`config.mk`:
```
export PLATFORM = sky130hd
export DESIGN_NAME = pot_wiper_serial_updown_ctrl
export DESIGN_NICKNAME = d
export VERILOG_FILES = /design/src/hw/pot_pkg.sv /design/src/hw/pot_wiper_serial_updown_ctrl.sv /design/src/hw/pin_sync.sv
export VERILOG_INCLUDE_DIRS = /design/src /design/src/hw
export SDC_FILE = /design/constraint.sdc
export NUM_CORES = 1
export LEC_CHECK = 0
export ABC_AREA = 1
export BUFFER_PORTS_ARGS = -buffer_cell sky130_fd_sc_hd__buf_2
export CAP_MARGIN = 40
export CELL_PAD_IN_SITES_DETAIL_PLACEMENT = 0
export CELL_PAD_IN_SITES_GLOBAL_PLACEMENT = 1
export CORE_MARGIN = 5
export CORE_UTILIZATION = 46
export CTS_CLUSTER_SIZE = 16
export DETAILED_ROUTE_END_ITERATION = 10
export HOLD_SLACK_MARGIN = 0.08
export PLACE_DENSITY_LB_ADDON = 0.1
export SETUP_SLACK_MARGIN = 0.02
export SLEW_MARGIN = 20
export SYNTH_ARGS = -nofsm -noshare
export SYNTH_HDL_FRONTEND = slang
export SYNTH_SLANG_ARGS = --single-unit
```
`constraint.sdc`:
```
create_clock -name ref_clk_i -period 2.5 [get_ports ref_clk_i]
set_clock_uncertainty 0.1 [all_clocks]
set_input_delay 0.125 -clock ref_clk_i [delete_from_list [all_inputs] [get_ports ref_clk_i]]
set_output_delay 0.125 -clock ref_clk_i [all_outputs]
set_load 0.05 [all_outputs]
```
`src/hw/pot_cfg.svh`:
```
// Constants for the wiper control block: frame layout, codes and timing.
// Assumes inclusion by the package and pin_sync by bare name.
`ifndef POT_CFG_SVH
`define POT_CFG_SVH
`define WIPER_W         10
`define PIN_IDLE        4'h4
`define WIPER_MAX       10'h3ff
`define WIPER_ZERO      10'h000
`define STORE_RESET     10'h200
`define FRAME_CNT_W     5
`define EDGE_CMD_HIGH   5'h03
`define EDGE_CMD_LOW    5'h04
`define EDGE_CMD_END    5'h08
`define EDGE_DATA_FIRST 5'h09
`define EDGE_DATA_LAST  5'h12
`define EDGE_FRAME_FULL 5'h18
`define CMD_WRITE       2'h0
`define CMD_COPY_STORE  2'h2
`define CMD_COPY_WIPER  2'h3
`define CLK_MHZ         25
`define STORE_TIME_MS   12
`define STORE_CYCLES    (`STORE_TIME_MS * `CLK_MHZ * 1000)
`define STORE_CNT_W     20
`endif

```
`src/hw/pot_pkg.sv`:
```
// Types shared by the wiper control block.
// Assumes pot_cfg.svh is on the include path.
`include "pot_cfg.svh"
package pot_pkg;
  typedef logic [`WIPER_W-1:0] wiper_t;
  typedef enum logic [1:0]
  {
    ST_IDLE  = 2'b00,
    ST_SHIFT = 2'b01,
    ST_DONE  = 2'b11
  } frame_state_e;
endpackage : pot_pkg

```
`src/hw/pot_wiper_serial_updown_ctrl.sv`:
```
// Control logic of a 10-bit digital potentiometer: serial or step host port.
// Assumes host pins are asynchronous to ref_clk_i and far slower than it.
`timescale 1ns/1ns
`default_nettype none
module pot_wiper_serial_updown_ctrl
  import pot_pkg::*;
(
  input  wire logic      ref_clk_i,
  input  wire logic      rstn_i,
  input  wire logic      interface_select_i,
  input  wire logic      cs_n_i,
  input  wire logic      data_dir_i,
  input  wire logic      clk_step_i,
  output pot_pkg::wiper_t wiper_o,
  output pot_pkg::wiper_t persistent_position_store_o,
  output logic           store_busy_o
);
  import pot_pkg::*;

  // ==========================================================
  // Pin synchronisation
  logic [3:0] pins_s;
  pin_sync u_sync
  (
    .ref_clk_i (ref_clk_i),
    .rstn_i    (rstn_i),
    .pins_i    ({interface_select_i, cs_n_i, data_dir_i, clk_step_i}),
    .pins_o    (pins_s)
  );
  logic sel_s;
  logic cs_s;
  logic din_s;
  logic sck_s;
  assign sel_s = pins_s[3];
  assign cs_s  = pins_s[2];
  assign din_s = pins_s[1];
  assign sck_s = pins_s[0];

  // ==========================================================
  // Edge detection on synchronised pins
  logic cs_d;
  logic sck_d;
  logic next_cs_d;
  logic next_sck_d;
  always_comb
  begin
    next_cs_d  = cs_s;
    next_sck_d = sck_s;
  end
  always_ff @(posedge ref_clk_i or negedge rstn_i)
  begin
    if (!rstn_i)
    begin
      cs_d  <= 1'b1;
      sck_d <= 1'b0;
    end
    else
    begin
      cs_d  <= next_cs_d;
      sck_d <= next_sck_d;
    end
  end
  logic sck_rise;
  logic sck_fall;
  logic cs_rise;
  assign sck_rise = sck_s & ~sck_d;
  assign sck_fall = ~sck_s & sck_d;
  assign cs_rise  = cs_s & ~cs_d;

  // Decides whether a finished frame holds a command we act on
  function automatic logic frame_valid(input logic [`FRAME_CNT_W-1:0] n,
                                       input logic [1:0] c);
    logic ok;
    ok = 1'b0;
    if (c == `CMD_WRITE)
      ok = (n == `EDGE_FRAME_FULL);
    else if (c == `CMD_COPY_STORE || c == `CMD_COPY_WIPER)
      ok = (n == `EDGE_CMD_END) || (n == `EDGE_FRAME_FULL);
    return ok;
  endfunction : frame_valid

  // ==========================================================
  // Serial frame capture
  frame_state_e                state;
  frame_state_e                next_state;
  logic [`FRAME_CNT_W-1:0]     edge_cnt;
  logic [`FRAME_CNT_W-1:0]     next_edge_cnt;
  logic [1:0]                  cmd;
  logic [1:0]                  next_cmd;
  wiper_t                      code;
  wiper_t                      next_code;
  logic                        zero_ok;
  logic                        next_zero_ok;
  logic                        serial_mode;
  assign serial_mode = sel_s;

  // Counts edges while selected; host pins are inputs only
  always_comb
  begin
    next_state    = state;
    next_edge_cnt = edge_cnt;
    next_cmd      = cmd;
    next_code     = code;
    next_zero_ok  = zero_ok;
    case (state)
      ST_IDLE:
      begin
        if (serial_mode && !cs_s)
        begin
          next_state    = ST_SHIFT;
          next_edge_cnt = 5'h00;
          next_zero_ok  = 1'b1;
        end
      end
      ST_SHIFT:
      begin
        if (cs_rise || !serial_mode)
          next_state = ST_DONE;
        else if (sck_rise)
        begin
          if (edge_cnt != `EDGE_FRAME_FULL + 5'h01)
            next_edge_cnt = edge_cnt + 5'h01;
          if (edge_cnt + 5'h01 == `EDGE_CMD_HIGH)
            next_cmd[1] = din_s;
          else if (edge_cnt + 5'h01 == `EDGE_CMD_LOW)
            next_cmd[0] = din_s;
          else if (edge_cnt + 5'h01 >= `EDGE_DATA_FIRST &&
                   edge_cnt + 5'h01 <= `EDGE_DATA_LAST)
            next_code = {code[`WIPER_W-2:0], din_s};
          else if (edge_cnt + 5'h01 <= `EDGE_CMD_END && din_s)
            next_zero_ok = 1'b0; // Nonzero padding marks frame undefined
        end
      end
      ST_DONE:
        next_state = ST_IDLE;
      default:
        next_state = ST_IDLE;
    endcase
  end
  always_ff @(posedge ref_clk_i or negedge rstn_i)
  begin
    if (!rstn_i)
    begin
      state    <= ST_IDLE;
      edge_cnt <= 5'h00;
      cmd      <= 2'h0;
      code     <= `WIPER_ZERO;
      zero_ok  <= 1'b0;
    end
    else
    begin
      state    <= next_state;
      edge_cnt <= next_edge_cnt;
      cmd      <= next_cmd;
      code     <= next_code;
      zero_ok  <= next_zero_ok;
    end
  end

  logic frame_go;
  // Mode change mid-frame aborts without executing
  assign frame_go = (state == ST_DONE) && serial_mode && zero_ok &&
                    frame_valid(edge_cnt, cmd);

  // ==========================================================
  // Wiper, store and store timer
  wiper_t                  wiper;
  wiper_t                  next_wiper;
  wiper_t                  store;
  wiper_t                  next_store;
  logic [`STORE_CNT_W-1:0] busy_cnt;
  logic [`STORE_CNT_W-1:0] next_busy_cnt;
  wiper_t                  store_pending;
  wiper_t                  next_store_pending;
  logic                    loaded;
  logic                    next_loaded;
  logic                    step_mode;
  assign step_mode = ~sel_s;

  // Store commits at end of the write period, modelling cell latency
  always_comb
  begin
    next_wiper         = wiper;
    next_store         = store;
    next_busy_cnt      = busy_cnt;
    next_store_pending = store_pending;
    next_loaded        = 1'b1;
    if (!loaded)
      next_wiper = store;
    else if (frame_go && cmd == `CMD_WRITE)
      next_wiper = code;
    else if (frame_go && cmd == `CMD_COPY_WIPER)
      next_wiper = store;
    else if (step_mode && !cs_s && sck_fall)
    begin
      if (din_s && wiper != `WIPER_MAX)
        next_wiper = wiper + 10'h001;
      else if (!din_s && wiper != `WIPER_ZERO)
        next_wiper = wiper - 10'h001;
    end
    if (busy_cnt != '0)
    begin
      next_busy_cnt = busy_cnt - 20'h0_0001;
      if (busy_cnt == 20'h0_0001)
        next_store = store_pending;
    end
    else if ((frame_go && cmd == `CMD_COPY_STORE) ||
             (step_mode && cs_rise && sck_s))
    begin
      next_store_pending = wiper;
      next_busy_cnt      = `STORE_CNT_W'(`STORE_CYCLES);
    end
  end
  always_ff @(posedge ref_clk_i or negedge rstn_i)
  begin
    if (!rstn_i)
    begin
      wiper         <= `WIPER_ZERO;
      store         <= `STORE_RESET;
      busy_cnt      <= '0;
      store_pending <= `WIPER_ZERO;
      loaded        <= 1'b0;
    end
    else
    begin
      wiper         <= next_wiper;
      store         <= next_store;
      busy_cnt      <= next_busy_cnt;
      store_pending <= next_store_pending;
      loaded        <= next_loaded;
    end
  end

  assign wiper_o                     = wiper;
  assign persistent_position_store_o = store;
  assign store_busy_o                = (busy_cnt != '0);
endmodule : pot_wiper_serial_updown_ctrl
`default_nettype wire

```
`src/hw/pin_sync.sv`:
```
// Two-flop synchroniser bank for the host pins.
// Assumes asynchronous active-low reset; pins idle low except chip select.
`timescale 1ns/1ns
`default_nettype none
`include "pot_cfg.svh"
module pin_sync
(
  input  wire logic       ref_clk_i,
  input  wire logic       rstn_i,
  input  wire logic [3:0] pins_i,
  output logic      [3:0] pins_o
);
  logic [3:0] stage1;
  logic [3:0] stage2;
  // ==========================================================
  // Two stages; only the second is ever read
  always_ff @(posedge ref_clk_i or negedge rstn_i)
  begin
    if (!rstn_i)
    begin
      // Idle pin levels, so release of reset shows no false select edge
      stage1 <= `PIN_IDLE;
      stage2 <= `PIN_IDLE;
    end
    else
    begin
      stage1 <= pins_i;
      stage2 <= stage1;
    end
  end
  assign pins_o = stage2;
endmodule : pin_sync
`default_nettype wire

```
After elaboration in Yosys (flattened, before gate mapping)
Index checks and enable logic that the tools add are counted.

Register bits after elaboration: 81. Input bits: 6. Logic and storage cells: 118.

Add/sub/neg operators: 4. Magnitude comparators: 3. Equality and inequality tests: 22. Muxes and demuxes: 26. Bitwise logic cells: 11. Reductions and logical operators: 37.

Operators by type and width (count): 2-to-1 mux 10 bit (6); 2-to-1 mux 20 bit (2); equality test 20 x 1 -> 1 bit (second input constant) (1); 2-to-1 mux 5 bit (4); nonzero test 20 bit (1); subtractor 20 x 1 -> 20 bit (second input constant) (1); != test 2 bit (second input constant) (9); logical AND 1 bit (15); adder 10 x 1 -> 10 bit (second input constant) (1); != test 10 bit (second input constant) (1); one-hot mux 5 bit (2 select lines) (1); AND reduction 5 bit (2); nonzero test 10 bit (1); subtractor 10 x 1 -> 10 bit (second input constant) (1); 2-to-1 mux 1 bit (9); inverter 1 bit (8); AND reduction 2 bit (4); AND reduction 8 bit (1); equality test 2 bit (second input constant) (3); AND reduction 6 bit (1); adder 5 x 1 -> 5 bit (second input constant) (1); equality test 5 x 2 -> 1 bit (second input constant) (1); equality test 5 x 3 -> 1 bit (second input constant) (1); equality test 5 x 4 -> 1 bit (second input constant) (1); 17 further kinds (27).

Logic depth before layout (Yosys ltp)
Depth after elaboration: 10. Depth in mapped cells: 18. Gate-level depth less buffers: 18.

Cells and area by module
From an unflattened synthesis, not the netlist that was laid out.

Cell total of the unflattened synthesis: 612. Area total of the unflattened synthesis: 4789.6 um^2.

Modules (own cells, without submodules): pot_wiper_serial_updown_ctrl (times used 1, cells each 604, area an instance 4586.9 um^2, sequential area each 1829.3 um^2); pin_sync (times used 1, cells each 8, area an instance 202.7 um^2, sequential area each 202.7 um^2).

Least setup slack after synthesis
Ideal clock, no wire load.

Path type: reg-to-reg. Start point: register wiper[4] (netlist: wiper_o[4]). End point: register wiper[6] (netlist: wiper_o[6]). Library setup time: 118 ps. Arrival time: 2413 ps. Data required time: 2282 ps. Setup slack: -131 ps. Stages on the path, launching flop included: 15. Buffers on the path: 0. Period minus slack after synthesis: 2631 ps. Cells stage by stage: dfrtp_1 -> nand2_1 -> nor2_1 -> nand3_1 -> nand2_1 -> inv_1 -> fa_1 -> o21ai_0 -> nand2_1 -> nand3_1 -> nand3_1 -> nand3_1 -> nand2_1 -> nand3_1 -> nand2_1.

Longest elaborated chain between the ends: 7.

Ends and longest elaborated chain: start, declared (line pot_wiper_serial_updown_ctrl.sv:167) `wiper_t wiper;`; start signal, assigned (line pot_wiper_serial_updown_ctrl.sv:218) `` wiper <= `WIPER_ZERO; ``; start signal, assigned (line pot_wiper_serial_updown_ctrl.sv:226) `wiper <= next_wiper;`; subtractor 10 x 1 -> 10 bit or != test 10 bit (tied branches); 2-to-1 mux 10 bit or logical AND 1 bit (tied branches); 2-to-1 mux 10 bit (line pot_wiper_serial_updown_ctrl.sv:196) `` if (din_s && wiper != `WIPER_MAX) ``; 2-to-1 mux 10 bit (line pot_wiper_serial_updown_ctrl.sv:194) `else if (step_mode && !cs_s && sck_fall)`; 2-to-1 mux 10 bit (line pot_wiper_serial_updown_ctrl.sv:192) `` else if (frame_go && cmd == `CMD_COPY_WIPER) ``; 2-to-1 mux 10 bit (line pot_wiper_serial_updown_ctrl.sv:190) `` else if (frame_go && cmd == `CMD_WRITE) ``; 2-to-1 mux 10 bit (line pot_wiper_serial_updown_ctrl.sv:188) `if (!loaded)`.

Several ways; a longest one is shown, not always the timed one. The select of a mux whose other input is x is not followed. A chain may end at the register's enable or synchronous reset.

Worst setup path in the final report
Start point: register wiper[2] (netlist: wiper_o[2]). End point: register wiper[3] (netlist: wiper_o[3]).

Same word-level chain as after synthesis.

==> qor.yml <==
power:
  p_switching_w: 0.001645
  p_sw_share_pct: 39.88
  clkPwrFrac_pct: 23.9
  ir_drop_uv: 356.5
  p_int_w: 0.002479
  leakagePower_nw: 2.685
  p_comb_share_pct: 34.4
  power.density_nw_per_um2: 766.4
  seqPwrFrac_pct: 41.7
floorplanning:
  die_w_um: 110.9
  rows: 36
  fp.coreArea_sq_um: 9864
  fp.dieH_um: 110.9
  io_pins: 27
  start_util_pct: 47.50
  dieArea_sq_um: 12300
logic_synthesis:
  ys_types: 44
  synth_top_area_share_pct: 41.12
  async_flop_share_pct: 100.0
  synth_area_leader_cell: "dfrtp_1"
  synth.ff_latch_count: 81
  ys.flop_type: "dfrtp_1"
  synth-edff-count: 0
  ys_top_cells_by_area: "dfrtp_1, nand2_1, inv_1, nand3_1, ha_1"
  netlist_area_sq_um: 4686
  ys_seq_area_share_pct: 43.36
  yosys_warnings: 0
  synth_cells: 609
  postSynthAreaPerCell_sq_um: 7.694
  synth_nets: 632
flow_run:
  maxCapViolations: 0
timing:
  rsz0062_at_grt: "true"
  fmax_mhz: 427.9
  min_period_ns: 2.337
  worst_slew_pin_slew_ns: 0.5050
  holdWs_ns: 0.1263
  setup_violations: 0
  period_share_pct: 93.47
  final_max_slew_viol_count: 0
  finalHoldViolCount: 0
  fin_tns_setup_ns: 0
  slew-limit-headroom_pct: 66.29
finish:
  areaGrowthSynthToFinish_pct: 14.85
  drive_above_1_share_pct: 17.62
  nFillCells: 967
  diodes: 0
  nets: 682
worst_setup_path:
  slowest_stage: "dfrtp_2"
  path_delay_family: "simple AND/OR/NAND/NOR gates"
  critPathLaunchType: "flop"
  path_buf_inv: 1
  cp_max_fo: 6
  worstPathArrival_ns: 2.50
  cpPeakStageDelay_ns: 0.36
  crit_path_end_kind: "flop"
  ff2ff_setup_slack_ns: 0.16
  cp_common_cell: "nand2_1"
  crit_chain: "nand2_1 > nor2_1 > nand3_1 > nand2_2 > buf_6 > ha_1 > nand3_1 > nand3_2 > xor2_1 > nand2_1 > nand3_1 > nand3_2 > nand2_1 > nand2_1 > nand2_1"
  cp_data_required_time_ns: 2.66
  critical_path_class: "reg -> reg"
routing:
  drc: 0
  vias_per_cell: 4.997
  drtPass1Iterations: 5
  wirelength_um: 11220
  vias: 3983
  wl_per_cell_um: 14.08
  first_iter_violations: 172
  ant_nets: 0
grt:
  grt_overflow: 0
  grt_max_degree: 50
  antenna_found_initial: 0
  grt_pass1_vias: 3944
  grt_pass1_wl_um: 19060
  grtUsageTotal_pct: 18.90
placement:
  gp_congestion: 0.8736
  io_buffers: 26
  dp_hpwl_um: 8228
clocking:
  clk_pin_slew_ns: 0.10
  cts_tree: "yes"
  clk_latency_ns: 0.37
  cts_made_buffers: 9
  cts_num_sinks: 81
  htreeDepth: 3
  cts_buffer_depth: 2
  cts-root-buf: "clkbuf_8"
min_path:
  hold_path_class: "in -> async"
outcome:
  status: "finished clean"
## cell usage after synthesis (all sizes together), types with 4 or more instances
cell / count
nand2: 179
inv: 91
dfrtp: 77
o21ai: 58
nand3: 56
nor2: 54
ha: 16
a21oi: 15
xor2: 11
nor3: 10
buf: 6
nand4: 6
o22ai: 5
clkbuf: 4
dfstp: 4
o21a: 4
## final cells by class
class	instances	area, sq um	area share (%)
clock buffers	10	127.6	2.372
flip-flops and latches	81	2044	37.99
inverters	92	345.3	6.417
clock inverters	6	67.56	1.256
multi-input cells	426	2296	42.66
repair buffers	49	334.1	6.208
well taps	133	166.4	3.092
## registers in the layout, summed over array words and instances (netlist names)
name	flops
cmd	2
cs_d	1
code	10
loaded	1
u_sync.stage1	4
u_sync.pins_o	4
edge_cnt	5
sck_d	1
zero_ok	1
persistent_position_store_o	10
state	2
wiper_o	10
store_pending	10
busy_cnt	20
## routing by layer
layer | share of wire [%] | vias up | track usage [%]
met5 | 0 | - | 0
met3 | 2.6 | 13 | 2.620
li1 | - | 2027 | -
met4 | 1.9 | 0 | 6.732
met2 | 48 | 55 | 31.19
met1 | 48 | 1888 | 25.44
## per-stage QoR
stage / power (W) / std cells / cell area (sq um) / worst slack, ns / utilization [%]
final: 0.004124 / 797 / 5381 / 0.1632 / 54.55
after detailed placement: 0.003108 / 774 / 5051 / 0.04161 / 51.21
after CTS: 0.004106 / 795 / 5296 / 0.02439 / 53.69
after floorplan: 0.002718 / 609 / 4698 / 0.02937 / -
after global placement: 0.003087 / 774 / 5051 / 0.06737 / 51.21
after global routing: 0.004421 / 797 / 5381 / -0.006593 / 54.55
## cells in the final DEF, fill, tap and decap left out, drive strengths merged
cell type	count
conb	1
dlygate4sd3	5
nand2	179
o22ai	5
clkinv	3
or2	2
nand3	56
nor2	54
o21ai	58
bufinv	1
nor3	10
xor2	11
nand3b	1
dfrtp	77
dfstp	4
xnor2	2
clkinvlp	2
nand4	6
clkbuf	10
o21a	4
mux2i	1
fa	1
nor3b	1
inv	92
nor4	2
ha	16
a21oi	15
buf	44
a21o	1
## repair_timing
action / in CTS / in global routing
hold buffers: 5 / 0
hold endpoints to repair: 82 / 0
gates resized for setup: 0 / 11
buffers inserted: 0 / 2
endpoints found under the setup margin: 0 / 7
## kinds of logic (layout without fill, tap and decap cells)
| logic type | Yosys count | in the layout | synth area share, % |
|---|---|---|---|
| compound gates | 83 | 83 | 10.47 |
| simple gates | 311 | 311 | 29.53 |
| flops | 81 | 81 | 43.36 |
| other cells | 1 | 1 | 0.08003 |
| xor+xnor | 13 | 13 | 2.590 |
| fa+ha+maj | 17 | 17 | 4.700 |
| buf+inv | 102 | 157 | 9.052 |
| mux | 1 | 1 | 0.2136 |
## final timing paths
kind,start,to,cells after the start
min in group ref_clk_i,u_sync.stage1[0],u_sync.pins_o[0],0
setup / recovery,wiper_o[2],wiper_o[3],15
max in group asynchronous,rstn_i,u_sync.stage1[2],3
hold reg to reg,u_sync.stage1[0],u_sync.pins_o[0],0
setup reg to reg,wiper_o[2],wiper_o[3],15
hold / removal,rstn_i,code[9],2
## power groups by stage
stage	clock network (W)	logic, W	registers, W
after floorplan	0	0.000868	0.00185
after global placement	0	0.00135	0.00174
after detailed placement	0	0.00136	0.00174
after CTS	0.00101	0.00138	0.00172
after global routing	0.00106	0.00161	0.00175
final	0.000987	0.00142	0.00172
(Power assumes the default switching activity.)
